### config.mk
export PLATFORM = sky130hd
export DESIGN_NAME = hms_sequencer
export DESIGN_NICKNAME = d
export VERILOG_FILES = /design/src/rtl/hms_pkg.sv /design/src/rtl/hms_edge_det.sv /design/src/rtl/hms_sequencer.sv
export VERILOG_INCLUDE_DIRS = /design/src /design/src/rtl
export SDC_FILE = /design/constraint.sdc
export NUM_CORES = 1
export LEC_CHECK = 0
export BUFFER_PORTS_ARGS = -buffer_cell sky130_fd_sc_hd__buf_4
export CAP_MARGIN = 20
export CORE_MARGIN = 4
export CORE_UTILIZATION = 57
export DETAILED_ROUTE_END_ITERATION = 10
export GPL_TIMING_DRIVEN = 0
export PLACE_DENSITY = 0.85
export SYNTH_ARGS = -nofsm -noshare
export SYNTH_HDL_FRONTEND = slang
export SYNTH_SLANG_ARGS = --single-unit
### constraint.sdc
create_clock -name clk -period 4.27 [get_ports clk]
set_input_delay 0.6405 -clock clk [delete_from_list [all_inputs] [get_ports clk]]
set_output_delay 0.6405 -clock clk [all_outputs]
set_load 0.01 [all_outputs]
### src/rtl/hms_defines.svh
// object indices, field positions, method codes and reset values of the homing sequencer
`ifndef HMS_DEFINES_SVH
`define HMS_DEFINES_SVH
`define HMS_IDX_TOUCH_CTRL   16'h60b8
`define HMS_IDX_METHOD       16'h6098
`define HMS_IDX_STATUS       16'h2000
`define HMS_IDX_POSITION     16'h2001
`define HMS_TOUCH_CTRL_RST   16'h0000
`define HMS_METHOD_RST       8'h00
`define HMS_METHOD_MAX       8'h23
`define HMS_CODE_COINC_LO    8'h11
`define HMS_CODE_COINC_HI    8'h1e
`define HMS_CODE_COINC_OFS   8'h10
`define HMS_CODE_IDX_NEG     8'h21
`define HMS_CODE_IDX_POS     8'h22
`define HMS_CODE_HERE        8'h23
`define HMS_ST_BUSY_BIT      0
`define HMS_ST_DONE_BIT      1
`define HMS_ST_ERR_BIT       2
`define HMS_ST_SLOW_BIT      3
`define HMS_ST_POS_BIT       4
`define HMS_ST_NEG_BIT       5
`define HMS_EDGE_WIDTH       4
`define HMS_IN_NLIM          0
`define HMS_IN_PLIM          1
`define HMS_IN_HSW           2
`define HMS_IN_INDEX         3
`endif

### src/rtl/hms_pkg.sv
// types shared by the homing sequencer files
package hms_pkg;
  typedef enum logic [1:0] {
    HMS_REF_NONE,
    HMS_REF_NLIM,
    HMS_REF_PLIM,
    HMS_REF_HSW
  } hms_ref_t;
  typedef enum logic [2:0] {
    HMS_ST_IDLE,
    HMS_ST_SEEK,
    HMS_ST_CREEP,
    HMS_ST_DONE,
    HMS_ST_FAULT
  } hms_state_t;
  typedef struct packed {
    logic     valid;
    logic     moves;
    logic     dir_pos;
    hms_ref_t ref_sel;
    logic     edge_rise;
    logic     other_side;
    logic     use_index;
  } hms_plan_t;
endpackage

### src/rtl/hms_edge_det.sv
// registered rising and falling edge detector for the switch and index inputs
`timescale 1ns/1ns
`default_nettype none
module hms_edge_det #(
  parameter int WIDTH = 4
) (
  input  wire logic             clk,
  input  wire logic             rst_n,
  input  wire logic [WIDTH-1:0] din,
  output var  logic [WIDTH-1:0] level,
  output var  logic [WIDTH-1:0] rise,
  output var  logic [WIDTH-1:0] fall
);
  logic [WIDTH-1:0] prev_reg;
  genvar i;
  generate
    for (i = 0; i < WIDTH; i++) begin : g_bit
      always_ff @(posedge clk or negedge rst_n) begin
        if (!rst_n) begin
          prev_reg[i] <= 1'b0;
          level[i]    <= 1'b0;
          rise[i]     <= 1'b0;
          fall[i]     <= 1'b0;
        end else begin
          prev_reg[i] <= din[i];
          level[i]    <= din[i];
          rise[i]     <= din[i] & ~prev_reg[i];
          fall[i]     <= ~din[i] & prev_reg[i];
        end
      end
    end
  endgenerate
endmodule
`default_nettype wire

### src/rtl/hms_sequencer.sv
// homing method sequencer: method decode, search state machine, origin count, object access
// Overview of operation
// RULE1: code 1: negative, negative limit fall, index
// RULE2: code 2: positive, positive limit fall, index
// RULE3: codes 3,5,7,11: switch falling edge, index
// RULE4: codes 4,6,8,12: switch rising edge, index
// RULE5: codes 9,13: far-side rising edge, index
// RULE6: codes 10,14: far-side falling edge, index
// RULE7: codes 17-30: home on the switch edge
// RULE8: code 33: negative search, next index homes
// RULE9: code 34: positive search, next index homes
// RULE10: code 35: no motion, present position homes
// RULE11: on home stop and zero position count
`include "hms_defines.svh"
`timescale 1ns/1ns
`default_nettype none
module hms_sequencer (
  input  wire logic        clk,
  input  wire logic        rst_n,
  input  wire logic        neg_limit,
  input  wire logic        pos_limit,
  input  wire logic        home_switch,
  input  wire logic        enc_index,
  input  wire logic        enc_step,
  input  wire logic        enc_dir_pos,
  input  wire logic        homing_start,
  input  wire logic        homing_abort,
  input  wire logic        obj_sel,
  input  wire logic        obj_wr,
  input  wire logic [15:0] obj_index,
  input  wire logic [15:0] obj_wdata,
  output var  logic [31:0] obj_rdata,
  output var  logic        obj_ack,
  output var  logic        obj_err,
  output var  logic        move_pos,
  output var  logic        move_neg,
  output var  logic        move_slow,
  output var  logic        homing_busy,
  output var  logic        homing_done,
  output var  logic        homing_error,
  output var  logic        home_set,
  output var  logic [31:0] position
);
  // two-stage release; assertion is immediate, release follows the clock
  logic rst_s1_reg, rst_sync_n;
  always_ff @(posedge clk or negedge rst_n) begin
    if (!rst_n) begin
      rst_s1_reg <= 1'b0;
      rst_sync_n <= 1'b0;
    end else begin
      rst_s1_reg <= 1'b1;
      rst_sync_n <= rst_s1_reg;
    end
  end

  logic [`HMS_EDGE_WIDTH-1:0] in_lvl, in_rise, in_fall;
  hms_edge_det #(.WIDTH(`HMS_EDGE_WIDTH)) u_edges (
    .clk   (clk),
    .rst_n (rst_sync_n),
    .din   ({enc_index, home_switch, pos_limit, neg_limit}),
    .level (in_lvl),
    .rise  (in_rise),
    .fall  (in_fall)
  );

  function automatic hms_pkg::hms_plan_t plan_of(input logic [7:0] code);
    hms_pkg::hms_plan_t p;
    logic               coinc;
    logic [7:0]         base;
    p = '0;
    coinc = (code >= `HMS_CODE_COINC_LO) && (code <= `HMS_CODE_COINC_HI);
    base = coinc ? code - `HMS_CODE_COINC_OFS : code;
    p.moves = 1'b1;
    p.use_index = ~coinc; // [RULE7]
    p.ref_sel = hms_pkg::HMS_REF_HSW;
    case (base)
      8'h01: begin p.valid = 1'b1; p.ref_sel = hms_pkg::HMS_REF_NLIM; end // [RULE1]
      8'h02: begin p.valid = 1'b1; p.dir_pos = 1'b1; p.ref_sel = hms_pkg::HMS_REF_PLIM; end // [RULE2]
      8'h03, 8'h07: begin p.valid = 1'b1; p.dir_pos = 1'b1; end // [RULE3]
      8'h05, 8'h0b: p.valid = 1'b1; // [RULE3]
      8'h06, 8'h08: begin p.valid = 1'b1; p.dir_pos = 1'b1; p.edge_rise = 1'b1; end // [RULE4]
      8'h04, 8'h0c: begin p.valid = 1'b1; p.edge_rise = 1'b1; end // [RULE4]
      8'h09: begin p.valid = 1'b1; p.dir_pos = 1'b1; p.edge_rise = 1'b1; p.other_side = 1'b1; end // [RULE5]
      8'h0d: begin p.valid = 1'b1; p.edge_rise = 1'b1; p.other_side = 1'b1; end // [RULE5]
      8'h0a: begin p.valid = 1'b1; p.dir_pos = 1'b1; p.other_side = 1'b1; end // [RULE6]
      8'h0e: begin p.valid = 1'b1; p.other_side = 1'b1; end // [RULE6]
      `HMS_CODE_IDX_NEG: begin p.valid = 1'b1; p.ref_sel = hms_pkg::HMS_REF_NONE; end // [RULE8]
      `HMS_CODE_IDX_POS: begin p.valid = 1'b1; p.dir_pos = 1'b1; p.ref_sel = hms_pkg::HMS_REF_NONE; end // [RULE9]
      `HMS_CODE_HERE: begin
        p.valid = 1'b1; p.moves = 1'b0; p.use_index = 1'b0; p.ref_sel = hms_pkg::HMS_REF_NONE; // [RULE10]
      end
      default: p.valid = 1'b0;
    endcase
    return p;
  endfunction

  hms_pkg::hms_state_t state_reg, state_next;
  hms_pkg::hms_plan_t  plan_reg;
  logic [7:0]          method_reg, method_act_reg;
  logic [15:0]         touch_ctrl_reg;
  logic                seen_reg;

  // the reference level and edges seen by the search for the latched plan
  wire hms_pkg::hms_plan_t plan_new = plan_of(method_reg);
  wire [1:0] ref_idx    = plan_reg.ref_sel == hms_pkg::HMS_REF_NLIM ? 2'(`HMS_IN_NLIM) :
                          plan_reg.ref_sel == hms_pkg::HMS_REF_PLIM ? 2'(`HMS_IN_PLIM) : 2'(`HMS_IN_HSW);
  wire       ref_level  = in_lvl[ref_idx];
  wire       ref_edge   = plan_reg.edge_rise ? in_rise[ref_idx] : in_fall[ref_idx];
  // far-side edges count only once the switch has been crossed into
  wire       ref_hit    = ref_edge & (~plan_reg.other_side | seen_reg); // [RULE5] [RULE6]
  wire       index_hit  = in_rise[`HMS_IN_INDEX];
  // running onto the limit in the travel direction while not searching for it is a fault
  wire       lim_ahead  = plan_reg.dir_pos ? in_lvl[`HMS_IN_PLIM] : in_lvl[`HMS_IN_NLIM];
  wire       lim_fault  = lim_ahead & (plan_reg.ref_sel == hms_pkg::HMS_REF_HSW |
                                       plan_reg.ref_sel == hms_pkg::HMS_REF_NONE);
  wire       start_ok   = homing_start & (state_reg != hms_pkg::HMS_ST_SEEK) &
                          (state_reg != hms_pkg::HMS_ST_CREEP);
  wire       seek_done  = (state_reg == hms_pkg::HMS_ST_SEEK) & ref_hit & ~plan_reg.use_index; // [RULE7]
  wire       creep_done = (state_reg == hms_pkg::HMS_ST_CREEP) & index_hit; // [RULE1] [RULE2] [RULE3] [RULE4]
  wire       here_done  = start_ok & plan_new.valid & ~plan_new.moves; // [RULE10]
  wire       home_now   = ~homing_abort & (seek_done | creep_done | here_done); // [RULE8] [RULE9]

  always_comb begin
    state_next = state_reg;
    case (state_reg)
      hms_pkg::HMS_ST_IDLE, hms_pkg::HMS_ST_DONE, hms_pkg::HMS_ST_FAULT: begin
        if (start_ok) begin
          if (!plan_new.valid) state_next = hms_pkg::HMS_ST_FAULT;
          else if (!plan_new.moves) state_next = hms_pkg::HMS_ST_DONE;
          else state_next = hms_pkg::HMS_ST_SEEK;
        end
      end
      hms_pkg::HMS_ST_SEEK: begin
        if (lim_fault) state_next = hms_pkg::HMS_ST_FAULT;
        else if (plan_reg.ref_sel == hms_pkg::HMS_REF_NONE) state_next = hms_pkg::HMS_ST_CREEP;
        else if (ref_hit) state_next = plan_reg.use_index ? hms_pkg::HMS_ST_CREEP : hms_pkg::HMS_ST_DONE;
      end
      hms_pkg::HMS_ST_CREEP: begin
        if (index_hit) state_next = hms_pkg::HMS_ST_DONE;
        else if (lim_fault) state_next = hms_pkg::HMS_ST_FAULT;
      end
      default: state_next = hms_pkg::HMS_ST_IDLE;
    endcase
    if (homing_abort) state_next = hms_pkg::HMS_ST_IDLE;
  end

  wire moving      = (state_next == hms_pkg::HMS_ST_SEEK) | (state_next == hms_pkg::HMS_ST_CREEP);
  wire dir_next    = start_ok ? plan_new.dir_pos : plan_reg.dir_pos;
  wire [31:0] pos_step = enc_dir_pos ? position + 32'h0000_0001 : position - 32'h0000_0001;

  always_ff @(posedge clk or negedge rst_sync_n) begin
    if (!rst_sync_n) begin
      state_reg      <= hms_pkg::HMS_ST_IDLE;
      plan_reg       <= '0;
      method_act_reg <= `HMS_METHOD_RST;
      seen_reg       <= 1'b0;
    end else begin
      state_reg <= state_next;
      if (start_ok) begin
        plan_reg       <= plan_new;
        method_act_reg <= method_reg;
      end
      if (start_ok) seen_reg <= 1'b0;
      else if (state_reg == hms_pkg::HMS_ST_SEEK && ref_level) seen_reg <= 1'b1;
    end
  end

  // motion outputs follow the next state so they stop in the same edge as the home point
  always_ff @(posedge clk or negedge rst_sync_n) begin
    if (!rst_sync_n) begin
      move_pos     <= 1'b0;
      move_neg     <= 1'b0;
      move_slow    <= 1'b0;
      homing_busy  <= 1'b0;
      homing_done  <= 1'b0;
      homing_error <= 1'b0;
      home_set     <= 1'b0;
      position     <= 32'h0000_0000;
    end else begin
      move_pos     <= moving & dir_next & ~home_now; // [RULE11]
      move_neg     <= moving & ~dir_next & ~home_now; // [RULE11]
      move_slow    <= state_next == hms_pkg::HMS_ST_CREEP;
      homing_busy  <= moving;
      homing_done  <= state_next == hms_pkg::HMS_ST_DONE;
      homing_error <= state_next == hms_pkg::HMS_ST_FAULT;
      home_set     <= home_now;
      // origin wins over an encoder step in the same cycle
      if (home_now) position <= 32'h0000_0000; // [RULE11]
      else if (enc_step) position <= pos_step;
    end
  end

  // object access: one-cycle acknowledge, unknown index or out-of-range method flags an error
  wire idx_touch  = obj_index == `HMS_IDX_TOUCH_CTRL;
  wire idx_method = obj_index == `HMS_IDX_METHOD;
  wire idx_status = obj_index == `HMS_IDX_STATUS;
  wire idx_pos    = obj_index == `HMS_IDX_POSITION;
  wire method_ok  = obj_wdata[7:0] <= `HMS_METHOD_MAX && obj_wdata[15:8] == 8'h00;
  wire wr_touch   = obj_sel & obj_wr & idx_touch;
  wire wr_method  = obj_sel & obj_wr & idx_method & method_ok;
  wire bad_access = ~(idx_touch | idx_method | idx_status | idx_pos) |
                    (obj_wr & (idx_status | idx_pos)) | (obj_wr & idx_method & ~method_ok);
  // each flag is widened before the shift so no bit is lost to a one-bit operand
  wire [31:0] status_word =
    (32'(homing_busy)  << `HMS_ST_BUSY_BIT) | (32'(homing_done) << `HMS_ST_DONE_BIT) |
    (32'(homing_error) << `HMS_ST_ERR_BIT)  | (32'(move_slow)   << `HMS_ST_SLOW_BIT) |
    (32'(move_pos)     << `HMS_ST_POS_BIT)  | (32'(move_neg)    << `HMS_ST_NEG_BIT);
  wire [31:0] rd_mux = idx_touch  ? {16'h0000, touch_ctrl_reg} :
                       idx_method ? {24'h000000, method_reg} :
                       idx_status ? status_word :
                       idx_pos    ? position : 32'h0000_0000;

  always_ff @(posedge clk or negedge rst_sync_n) begin
    if (!rst_sync_n) begin
      touch_ctrl_reg <= `HMS_TOUCH_CTRL_RST;
      method_reg     <= `HMS_METHOD_RST;
      obj_rdata      <= 32'h0000_0000;
      obj_ack        <= 1'b0;
      obj_err        <= 1'b0;
    end else begin
      if (wr_touch) touch_ctrl_reg <= obj_wdata;
      if (wr_method) method_reg <= obj_wdata[7:0];
      obj_ack   <= obj_sel;
      obj_err   <= obj_sel & bad_access;
      obj_rdata <= (obj_sel & ~obj_wr & ~bad_access) ? rd_mux : 32'h0000_0000;
    end
  end

  wire act_coinc = method_act_reg >= `HMS_CODE_COINC_LO && method_act_reg <= `HMS_CODE_COINC_HI;
  wire in_seek   = state_reg == hms_pkg::HMS_ST_SEEK;
  wire in_creep  = state_reg == hms_pkg::HMS_ST_CREEP;

  code1_dir_a: assert property (@(posedge clk) disable iff (!rst_sync_n) // [RULE1]
    (in_seek && method_act_reg == 8'h01 && !homing_abort && !home_now) |=> move_neg && !move_pos)
    else $error("code 1 not moving negative");
  code2_dir_a: assert property (@(posedge clk) disable iff (!rst_sync_n) // [RULE2]
    (in_seek && method_act_reg == 8'h02 && !homing_abort && !home_now) |=> move_pos && !move_neg)
    else $error("code 2 not moving positive");
  sw_fall_a: assert property (@(posedge clk) disable iff (!rst_sync_n) // [RULE3]
    (in_creep && $past(in_seek) && (method_act_reg == 8'h05 || method_act_reg == 8'h0b))
    |-> $past(in_fall[`HMS_IN_HSW]))
    else $error("negative falling-edge codes left search without falling edge");
  sw_rise_a: assert property (@(posedge clk) disable iff (!rst_sync_n) // [RULE4]
    (in_creep && (method_act_reg == 8'h04 || method_act_reg == 8'h0c) && $changed(state_reg))
    |-> $past(in_rise[`HMS_IN_HSW]) && move_slow)
    else $error("rising-edge code entered creep without rising edge");
  far_side_a: assert property (@(posedge clk) disable iff (!rst_sync_n) // [RULE5]
    (in_creep && $past(in_seek) && (method_act_reg == 8'h09 || method_act_reg == 8'h0d)) |-> $past(seen_reg))
    else $error("far-side code accepted edge before crossing switch");
  far_dir_a: assert property (@(posedge clk) disable iff (!rst_sync_n) // [RULE6]
    (homing_busy && method_act_reg == 8'h0e) |-> move_neg && !move_pos)
    else $error("code 14 not moving negative");
  coinc_a: assert property (@(posedge clk) disable iff (!rst_sync_n) // [RULE7]
    (act_coinc && in_seek && ref_hit && !homing_abort) |=> home_set && !move_slow)
    else $error("coincident code did not home on switch edge");
  idx_neg_a: assert property (@(posedge clk) disable iff (!rst_sync_n) // [RULE8]
    (in_creep && method_act_reg == `HMS_CODE_IDX_NEG && !home_now && !homing_abort && !lim_fault) |=> move_neg)
    else $error("code 33 not moving negative");
  idx_pos_a: assert property (@(posedge clk) disable iff (!rst_sync_n) // [RULE9]
    (in_seek && method_act_reg == `HMS_CODE_IDX_POS && !homing_abort && !lim_fault) |=> in_creep ##0 move_pos)
    else $error("code 34 did not arm on index");
  here_a: assert property (@(posedge clk) disable iff (!rst_sync_n) // [RULE10]
    (start_ok && method_reg == `HMS_CODE_HERE && !homing_abort) |=> home_set && position == 32'h0 && !homing_busy)
    else $error("code 35 did not home at once");
  stop_home_a: assert property (@(posedge clk) disable iff (!rst_sync_n) // [RULE11]
    (home_set && !homing_start) |-> !move_pos && !move_neg && position == 32'h0 ##1 !move_pos && !move_neg)
    else $error("motion or count not stopped at home");
  index_home_a: assert property (@(posedge clk) disable iff (!rst_sync_n) // [RULE11]
    (in_creep && index_hit && !homing_abort) |=> home_set ##1 !home_set)
    else $error("index in creep did not give one home pulse");

  cov_index_home_c: cover property (@(posedge clk) disable iff (!rst_sync_n) in_creep ##1 home_set);
  cov_coinc_c: cover property (@(posedge clk) disable iff (!rst_sync_n) act_coinc && home_set);
  cov_fault_c: cover property (@(posedge clk) disable iff (!rst_sync_n) $rose(homing_error));
  cov_abort_c: cover property (@(posedge clk) disable iff (!rst_sync_n) homing_busy && homing_abort);
endmodule
`default_nettype wire

==> results of run 1 <==
==> layer usage <==
layer,GRT usage (%),vias to the layer above
li1,-,2728
met1,34.6,2805
met2,42.9,246
met3,6.48,43
met4,11.9,0
met5,0,-
==> cell families after synthesis <==
logic type	share of synthesized area, %
AND/OR/NAND/NOR	16.1
AO/OA/AOI/OAI	18.7
flip-flops	45.3
buffers and inverters	3.00
multiplexers	6.76
adder cells (fa/ha/maj)	6.67
XOR/XNOR	3.41
other	0.0561
==> power by group <==
group	total, mW	switching [mW]	internal [mW]
logic	1.93	1.02	0.907
registers	1.56	0.234	1.32
clock network	1.62	0.485	1.14
total	5.11	1.74	3.37
==> cell type report <==
type                            count  area share (%)
Buffer                             26            1.30
Tap cell                          143            2.11
Sequential cell                   121            35.8
Inverter                           24            1.06
Multi-Input combinational cell    506            40.8
Timing Repair Buffer              119            11.0
Clock buffer                       24            5.69
Clock inverter                      7            2.22
==> Yosys cell counts (3+ instances only) <==
cell type,n
sky130_fd_sc_hd__a31oi_1,14
sky130_fd_sc_hd__nor3b_1,3
sky130_fd_sc_hd__a211oi_1,9
sky130_fd_sc_hd__clkbuf_1,21
sky130_fd_sc_hd__o31ai_1,4
sky130_fd_sc_hd__nor4_1,7
sky130_fd_sc_hd__dfrtp_1,121
sky130_fd_sc_hd__nor2_1,72
sky130_fd_sc_hd__a21o_1,18
sky130_fd_sc_hd__o21ai_0,43
sky130_fd_sc_hd__mux2i_1,17
sky130_fd_sc_hd__nand4_1,5
sky130_fd_sc_hd__xnor2_1,19
sky130_fd_sc_hd__and3_1,20
sky130_fd_sc_hd__o211ai_1,4
sky130_fd_sc_hd__nor3_1,8
sky130_fd_sc_hd__nand2b_1,8
sky130_fd_sc_hd__o21a_1,10
sky130_fd_sc_hd__ha_1,34
sky130_fd_sc_hd__inv_1,24
sky130_fd_sc_hd__buf_2,4
sky130_fd_sc_hd__a21oi_1,44
sky130_fd_sc_hd__xor2_1,7
sky130_fd_sc_hd__nor2b_1,15
sky130_fd_sc_hd__nand2_1,50
sky130_fd_sc_hd__nand3_1,7
sky130_fd_sc_hd__o21bai_1,3
sky130_fd_sc_hd__a2111oi_0,3
sky130_fd_sc_hd__a22o_1,7
sky130_fd_sc_hd__or3_1,3
sky130_fd_sc_hd__mux4_2,3
sky130_fd_sc_hd__or2_2,4
sky130_fd_sc_hd__mux2_2,19
==> path summary, 6_finish.rpt <==
kind | cells past startpoint | slack (ps) | end
setup / recovery | 13 | 540 | position[28]$_DFFE_PN0P_
hold / removal | 1 | 340 | u_edges.prev_reg[3]$_DFF_PN0_
setup reg to reg | 10 | 990 | position[28]$_DFFE_PN0P_
hold reg to reg | 0 | 360 | rst_sync_n$_DFF_PN0_
max in group asynchronous | 1 | 3120 | touch_ctrl_reg[6]$_DFFE_PN0P_
min in group asynchronous | 0 | 380 | position[29]$_DFFE_PN0P_
==> critical path, cell delays in order <==
cell and delay (ps):
sky130_fd_sc_hd__buf_4 80, sky130_fd_sc_hd__inv_1 300, sky130_fd_sc_hd__buf_16 300, sky130_fd_sc_hd__fa_1 500
sky130_fd_sc_hd__a211oi_1 290, sky130_fd_sc_hd__nor2_1 140, sky130_fd_sc_hd__o211a_1 270, sky130_fd_sc_hd__o211a_1 240
sky130_fd_sc_hd__o21ai_0 250, sky130_fd_sc_hd__a21oi_1 140, sky130_fd_sc_hd__o41ai_1 550, sky130_fd_sc_hd__mux2i_1 250
sky130_fd_sc_hd__nor3_1 60
==> cell usage in the layout (no fill, tap or decap), drive strengths merged, types with 8 or more instances in the layout <==
cell type and count:
xnor2 19, mux2 19, inv 24, clkbuf 45
a31oi 14, a211oi 9, nor2 72, buf 123
nand2 50, and3 21, a21oi 46, nor3 8
ha 34, nor2b 15, mux2i 17, nand2b 8
dfrtp 121, o21a 10, a21o 18, o21ai 45
==> through the flow <==
stage               worst slack (ps)  std cells  utilization [%]
global placement                -509        935             67.3
CTS                              587        969             73.8
global route                     247        970             73.8
detailed placement               173        937             67.9
finish                           542        970             73.8
floorplan                        649        677                -
==> results.rst, run 1 <==
.. list-table::
   :header-rows: 1

   * - Metric
     - Value
   * - Post-detailed-placement half-perimeter wirelength
     - 12700 um
   * - Critical-path maximum fanout
     - 17
   * - Post-Route WL
     - 17400 um
   * - Remaining antenna violation count
     - 0
   * - Insertion delay to the later sink of the worst-skew pair
     - 420 ps
   * - EDFF count, synth
     - 0
   * - Max Root-Sink Buffers
     - 2
   * - Root Buffer Master
     - sky130_fd_sc_hd__clkbuf_16
   * - Peak supply drop
     - 477 uV
   * - Initial antenna violation count
     - 0
   * - Reg2Reg Launch Point
     - position[0]$_DFFE_PN0P_
   * - Crit share post-route
     - 87.3%
   * - Average cell area after synthesis
     - 9.87 um^2
   * - Via count of the first global-routing pass
     - 5798
   * - Proportion of layout cells with a drive suffix above 1
     - 22.5%
   * - Type of element launching the critical path
     - primary input
   * - Power consumption
     - 5.11 mW
   * - Vias per cell
     - 6.00
   * - Cell area power density
     - 604 nW/um^2
   * - Global placement routability congestion
     - 0.954
   * - Worst EP arrival
     - 4030 ps
   * - Layout Area Growth over Synthesis
     - 26.7%
   * - Met3 wire length
     - 1210 um
   * - First-pass GRT wire length
     - 28000 um
   * - Overall track demand over capacity in global routing
     - 26.7%
   * - DR vias
     - 5822
   * - Max_slew headroom
     - 28.9%
   * - Flip-flop cell with the highest count after synthesis
     - sky130_fd_sc_hd__dfrtp_1
   * - Total congestion overflow
     - 0
   * - Initial DRC Count
     - 454
   * - Share of the yosys chip area belonging to registers
     - 45.3%
   * - Clock Pin Slew Worst Setup and Hold Paths
     - 50 ps
   * - Sum of met2 wire segment lengths after detailed routing
     - 8530 um
   * - Count of warnings emitted by yosys
     - 0
   * - Die area
     - 13500 um^2
   * - Initial cell density of the core
     - 58.3%
   * - Number of rows created at floorplan
     - 39
   * - Wirelength per Cell
     - 18.0 um
   * - Die width
     - 116 um
   * - Setup TNS after final layout
     - 0 ps
   * - Post-synthesis cell type count
     - 67
   * - Worst hold path class
     - in -> reg
   * - Buffers inserted during post-CTS setup optimization
     - 0
   * - Startpoint of the most critical setup path
     - enc_dir_pos
   * - Setup violators final
     - 0
   * - Net count, final
     - 894
   * - # resized after CTS
     - 0
   * - Setup Crit Path Kind
     - in -> reg
   * - Data required, critical path
     - 4570 ps
   * - Synthesized flop and latch total
     - 121
   * - Final hold violation count
     - 0
   * - Area of the multi-input gates
     - 3450 um^2
   * - Fraction of registers with async set or reset after synthesis
     - 100%
   * - Number of search-and-repair iterations in the first detailed-routing pass
     - 5
   * - Run status
     - complete, no violations
   * - Synthesized instance count
     - 677
   * - Peak clock frequency supported by timing
     - 268 MHz
   * - Port-buffer cells
     - 115
   * - Total cell area at the placement stage
     - 7780 um^2
   * - Fill cell count
     - 810
   * - Leakage power
     - 4.12 nW
   * - Antenna diodes
     - 0
   * - Die Y
     - 116 um
   * - Crit end category
     - register
   * - Maximum number of pins on one net before global-route repair
     - 69
   * - Cts-stage hold buffer count
     - 1
   * - Inserted Clock Buffers
     - 17
   * - Setup repair after global routing missed its margin
     - no
   * - Max H-tree Level
     - 4
   * - Count of pins over their slew limit
     - 0
   * - Top layer reached by signal wires
     - met4
   * - Net count of the mapped netlist
     - 756
   * - Area contributors post-synth
     - sky130_fd_sc_hd__dfrtp_1 (45%), sky130_fd_sc_hd__ha_1 (6.4%), sky130_fd_sc_hd__nor2_1 (4.0%), sky130_fd_sc_hd__a21oi_1 (3.3%), sky130_fd_sc_hd__o21ai_0 (3.2%)
   * - Met1 Routed Length
     - 7250 um
   * - Cell taking the most area after synthesis
     - sky130_fd_sc_hd__dfrtp_1
   * - Slew at the pin closest to its max-slew limit
     - 1060 ps
   * - # IOs
     - 117
   * - Floorplan core area
     - 11500 um^2
   * - DRC violations left
     - 0
   * - Post-synth top area share
     - 45.3%
   * - Area of all sequential standard cells
     - 3030 um^2
   * - Hold path start
     - enc_index
   * - Worst clock skew
     - 6.33 ps
   * - Final worst path period need
     - 3730 ps
   * - Clock tree from TritonCTS
     - done
   * - Hold_ws
     - 343 ps
   * - Number of max-cap violations
     - 0
   * - Finished layout cell area
     - 8470 um^2
   * - Synthesized area
     - 6680 um^2
   * - Sink Count
     - 121
Note: power is estimated with default switching activity, not from simulation.
==> run 2: changes to the inputs <==
--- a/config.mk
+++ b/config.mk
@@ -9,10 +9,10 @@
 export BUFFER_PORTS_ARGS = -buffer_cell sky130_fd_sc_hd__buf_4
 export CAP_MARGIN = 20
 export CORE_MARGIN = 4
-export CORE_UTILIZATION = 57
+export CORE_UTILIZATION = 50
 export DETAILED_ROUTE_END_ITERATION = 10
 export GPL_TIMING_DRIVEN = 0
-export PLACE_DENSITY = 0.85
+export PLACE_DENSITY = 0.76
 export SYNTH_ARGS = -nofsm -noshare
 export SYNTH_HDL_FRONTEND = slang
 export SYNTH_SLANG_ARGS = --single-unit
==> run 2 against run 1 <==
Against the previous run: global-route usage is 2.3 points lower; wire length is 1.9% higher; die area rose by 13%; register-to-register slack got worse by 140 ps; critical endpoint unchanged; largest cell class unchanged.
==> results.rst, run 2 (same netlist as run 1, synthesis figures left out) <==
.. list-table::
   :header-rows: 1

   * - Metric
     - Value
   * - Worst EP arrival
     - 4130 ps (+100 ps)
   * - Critical-path maximum fanout
     - 17 (unchanged)
   * - Root Buffer Master
     - sky130_fd_sc_hd__clkbuf_16
   * - Die Y
     - 124 um (+6.3%)
   * - Post-Route WL
     - 17800 um (+1.9%)
   * - Crit share post-route
     - 90.1% (+2.8 points)
   * - Initial antenna violation count
     - 0 (unchanged)
   * - DRC violations left
     - 0 (unchanged)
   * - Setup repair after global routing missed its margin
     - no
   * - Remaining antenna violation count
     - 0 (unchanged)
   * - Initial DRC Count
     - 331 (-27%)
   * - Sink Count
     - 121 (unchanged)
   * - Crit end category
     - register
   * - Global placement routability congestion
     - 0.902 (-5.5%)
   * - Hold_ws
     - 349 ps (+5.43 ps)
   * - Max Root-Sink Buffers
     - 2 (unchanged)
   * - Total congestion overflow
     - 0 (unchanged)
   * - Via count of the first global-routing pass
     - 5918 (+2.1%)
   * - # IOs
     - 117 (unchanged)
   * - Peak clock frequency supported by timing
     - 260 MHz (-3.1%)
   * - Worst clock skew
     - 5.72 ps (-0.612 ps)
   * - Die area
     - 15300 um^2 (+13%)
   * - Antenna diodes
     - 0 (unchanged)
   * - Type of element launching the critical path
     - primary input
   * - Setup Crit Path Kind
     - in -> reg
   * - GR Util met1
     - 31.4% (-3.2 points)
   * - Maximum number of pins on one net before global-route repair
     - 68 (-1.4%)
   * - Cell area power density
     - 581 nW/um^2 (-3.7%)
   * - GRT met2 Usage
     - 39.5% (-3.4 points)
   * - Buffers inserted during post-CTS setup optimization
     - 0 (unchanged)
   * - Highest cell delay on the worst timing path
     - 660 ps (+110 ps)
   * - Vias per cell
     - 5.82 (-3.0%)
   * - Final core occ
     - 65.7% (-8.2 points)
   * - Most used routing layer
     - met2
   * - Number of search-and-repair iterations in the first detailed-routing pass
     - 5 (unchanged)
   * - Post-detailed-placement half-perimeter wirelength
     - 13300 um (+4.6%)
   * - Total buffers and inverters traversed by the critical path
     - 3 (unchanged)
   * - Run status
     - complete, no violations
   * - Layout Area Growth over Synthesis
     - 26.1%
   * - Peak supply drop
     - 387 uV (-19%)
   * - Top cell family by delay on the critical path
     - compound AO/OA/AOI/OAI gates
   * - Proportion of layout cells with a drive suffix above 1
     - 22.6% (+0.12 points)
   * - Clock tree from TritonCTS
     - done
   * - Final hold violation count
     - 0 (unchanged)
   * - Number of rows created at floorplan
     - 41 (+5.1%)
   * - Most common cell after layout, fill and taps aside
     - sky130_fd_sc_hd__dfrtp_1
   * - Most repeated library cell on the critical path
     - sky130_fd_sc_hd__o211a_1
   * - Max H-tree Level
     - 4 (unchanged)
   * - Clock Pin Slew Worst Setup and Hold Paths
     - 50 ps (about the same)
   * - Floorplan core area
     - 12800 um^2 (+12%)
   * - Cells along the critical path
     - buf_4 > inv_1 > buf_16 > fa_1 > a211oi_1 > nor2_1 > o211a_1 > o211a_1 > o21ai_0 > a21oi_1 > o41ai_1 > mux2i_1 > nor3_1
   * - Number of max-cap violations
     - 0 (unchanged)
   * - Count of pins over their slew limit
     - 0 (unchanged)
   * - Overall track demand over capacity in global routing
     - 24.5% (-2.3 points)
   * - Inserted Clock Buffers
     - 17 (unchanged)
   * - Wirelength per Cell
     - 17.8 um (-1.0%)
   * - Leakage power
     - 4.09 nW (-0.76%)
   * - Max_slew headroom
     - 29.2% (+0.32 points)
   * - DR vias
     - 5814 (-0.14%)
   * - First-pass GRT wire length
     - 29100 um (+4.2%)
   * - Worst hold path class
     - in -> reg
   * - Power consumption
     - 4.90 mW (-4.2%)
   * - Die width
     - 124 um (+6.3%)
   * - Setup violators final
     - 0 (unchanged)
   * - Net count, final
     - 894 (unchanged)
   * - Insertion delay to the later sink of the worst-skew pair
     - 410 ps (about the same)
   * - Routing usage on met3
     - 4.72% (-1.8 points)
   * - Initial cell density of the core
     - 52.1% (-6.2 points)
   * - Port-buffer cells
     - 115 (unchanged)
   * - Master of the slowest instance on the critical path
     - sky130_fd_sc_hd__o41ai_1
   * - Slew at the pin closest to its max-slew limit
     - 1050 ps (-12.2 ps)
   * - Data required, critical path
     - 4550 ps (-20 ps)
   * - Most used cells in the layout excluding fill and tap cells
     - sky130_fd_sc_hd__dfrtp_1 (120), sky130_fd_sc_hd__buf_4 (116), sky130_fd_sc_hd__nor2_1 (72), sky130_fd_sc_hd__nand2_1 (50), sky130_fd_sc_hd__a21oi_1 (44)
   * - Final worst path period need
     - 3850 ps (+120 ps)
==> run 2: metal layers <==
layer	routed length [um]	up-vias
met5	0	-
met4	562	0
met3	1230	47
met2	8320	222
met1	7670	2808
li1	-	2737
==> run 2: final timing paths <==
kind | startpoint | slack [ps] | endpoint | depth (start not counted)
setup / recovery | enc_dir_pos | 420 | position[28]$_DFFE_PN0P_ | 13
hold / removal | neg_limit | 350 | u_edges.level[0]$_DFF_PN0_ | 1
setup reg to reg | position[0]$_DFFE_PN0P_ | 850 | position[28]$_DFFE_PN0P_ | 10
hold reg to reg | rst_s1_reg$_DFF_PN0_ | 350 | rst_sync_n$_DFF_PN0_ | 0
max in group asynchronous | rst_sync_n$_DFF_PN0_ | 3050 | obj_rdata[12]$_DFF_PN0_ | 1
min in group asynchronous | rst_sync_n$_DFF_PN0_ | 470 | obj_rdata[28]$_DFF_PN0_ | 0
==> run 2: where the power goes <==
| group | leakage, nW | switching, mW | total, mW | internal (mW) |
|---|---|---|---|---|
| Clock | 0.290 | 0.484 | 1.42 | 0.938 |
| Sequential | 1.55 | 0.237 | 1.56 | 1.32 |
| Combinational | 2.25 | 1.01 | 1.91 | 0.907 |
==> run 2: stage by stage <==
stage,setup WS [ps],cell area (um^2),setup TNS [ps],cells
6_report,422,8420,0,999
5_1_grt,180,8420,0,999
4_1_cts,462,8420,0,999
3_5_place_dp,64.6,7830,0,967
3_3_place_gp,-565,7760,-66300,964
2_1_floorplan,649,6680,0,677
==> run 2: layout make-up <==
cell class	instances	area, um^2
plain buffers	26	110
clock buffers	22	464
clock inverters	9	123
fillers	1091	4400
inverters	24	90.1
multi-input cells	506	3450
flip-flops and latches	121	3030
well taps	172	215
repair buffers	119	936
==> run 2: worst register-to-register path, cell delays in order (launching register included) <==
cell	delay [ps]
sky130_fd_sc_hd__dfrtp_1	480
sky130_fd_sc_hd__fa_1	490
sky130_fd_sc_hd__a211oi_1	260
sky130_fd_sc_hd__nor2_1	130
sky130_fd_sc_hd__o211a_1	260
sky130_fd_sc_hd__o211a_1	250
sky130_fd_sc_hd__o21ai_0	260
sky130_fd_sc_hd__a21oi_1	160
sky130_fd_sc_hd__o41ai_1	660
sky130_fd_sc_hd__mux2i_1	270
sky130_fd_sc_hd__nor3_1	70
==> run 2: what timing repair did <==
item	in CTS	in global routing
resized for setup	0	0
hold buffers	1	0
hold endpoints to repair	2	0
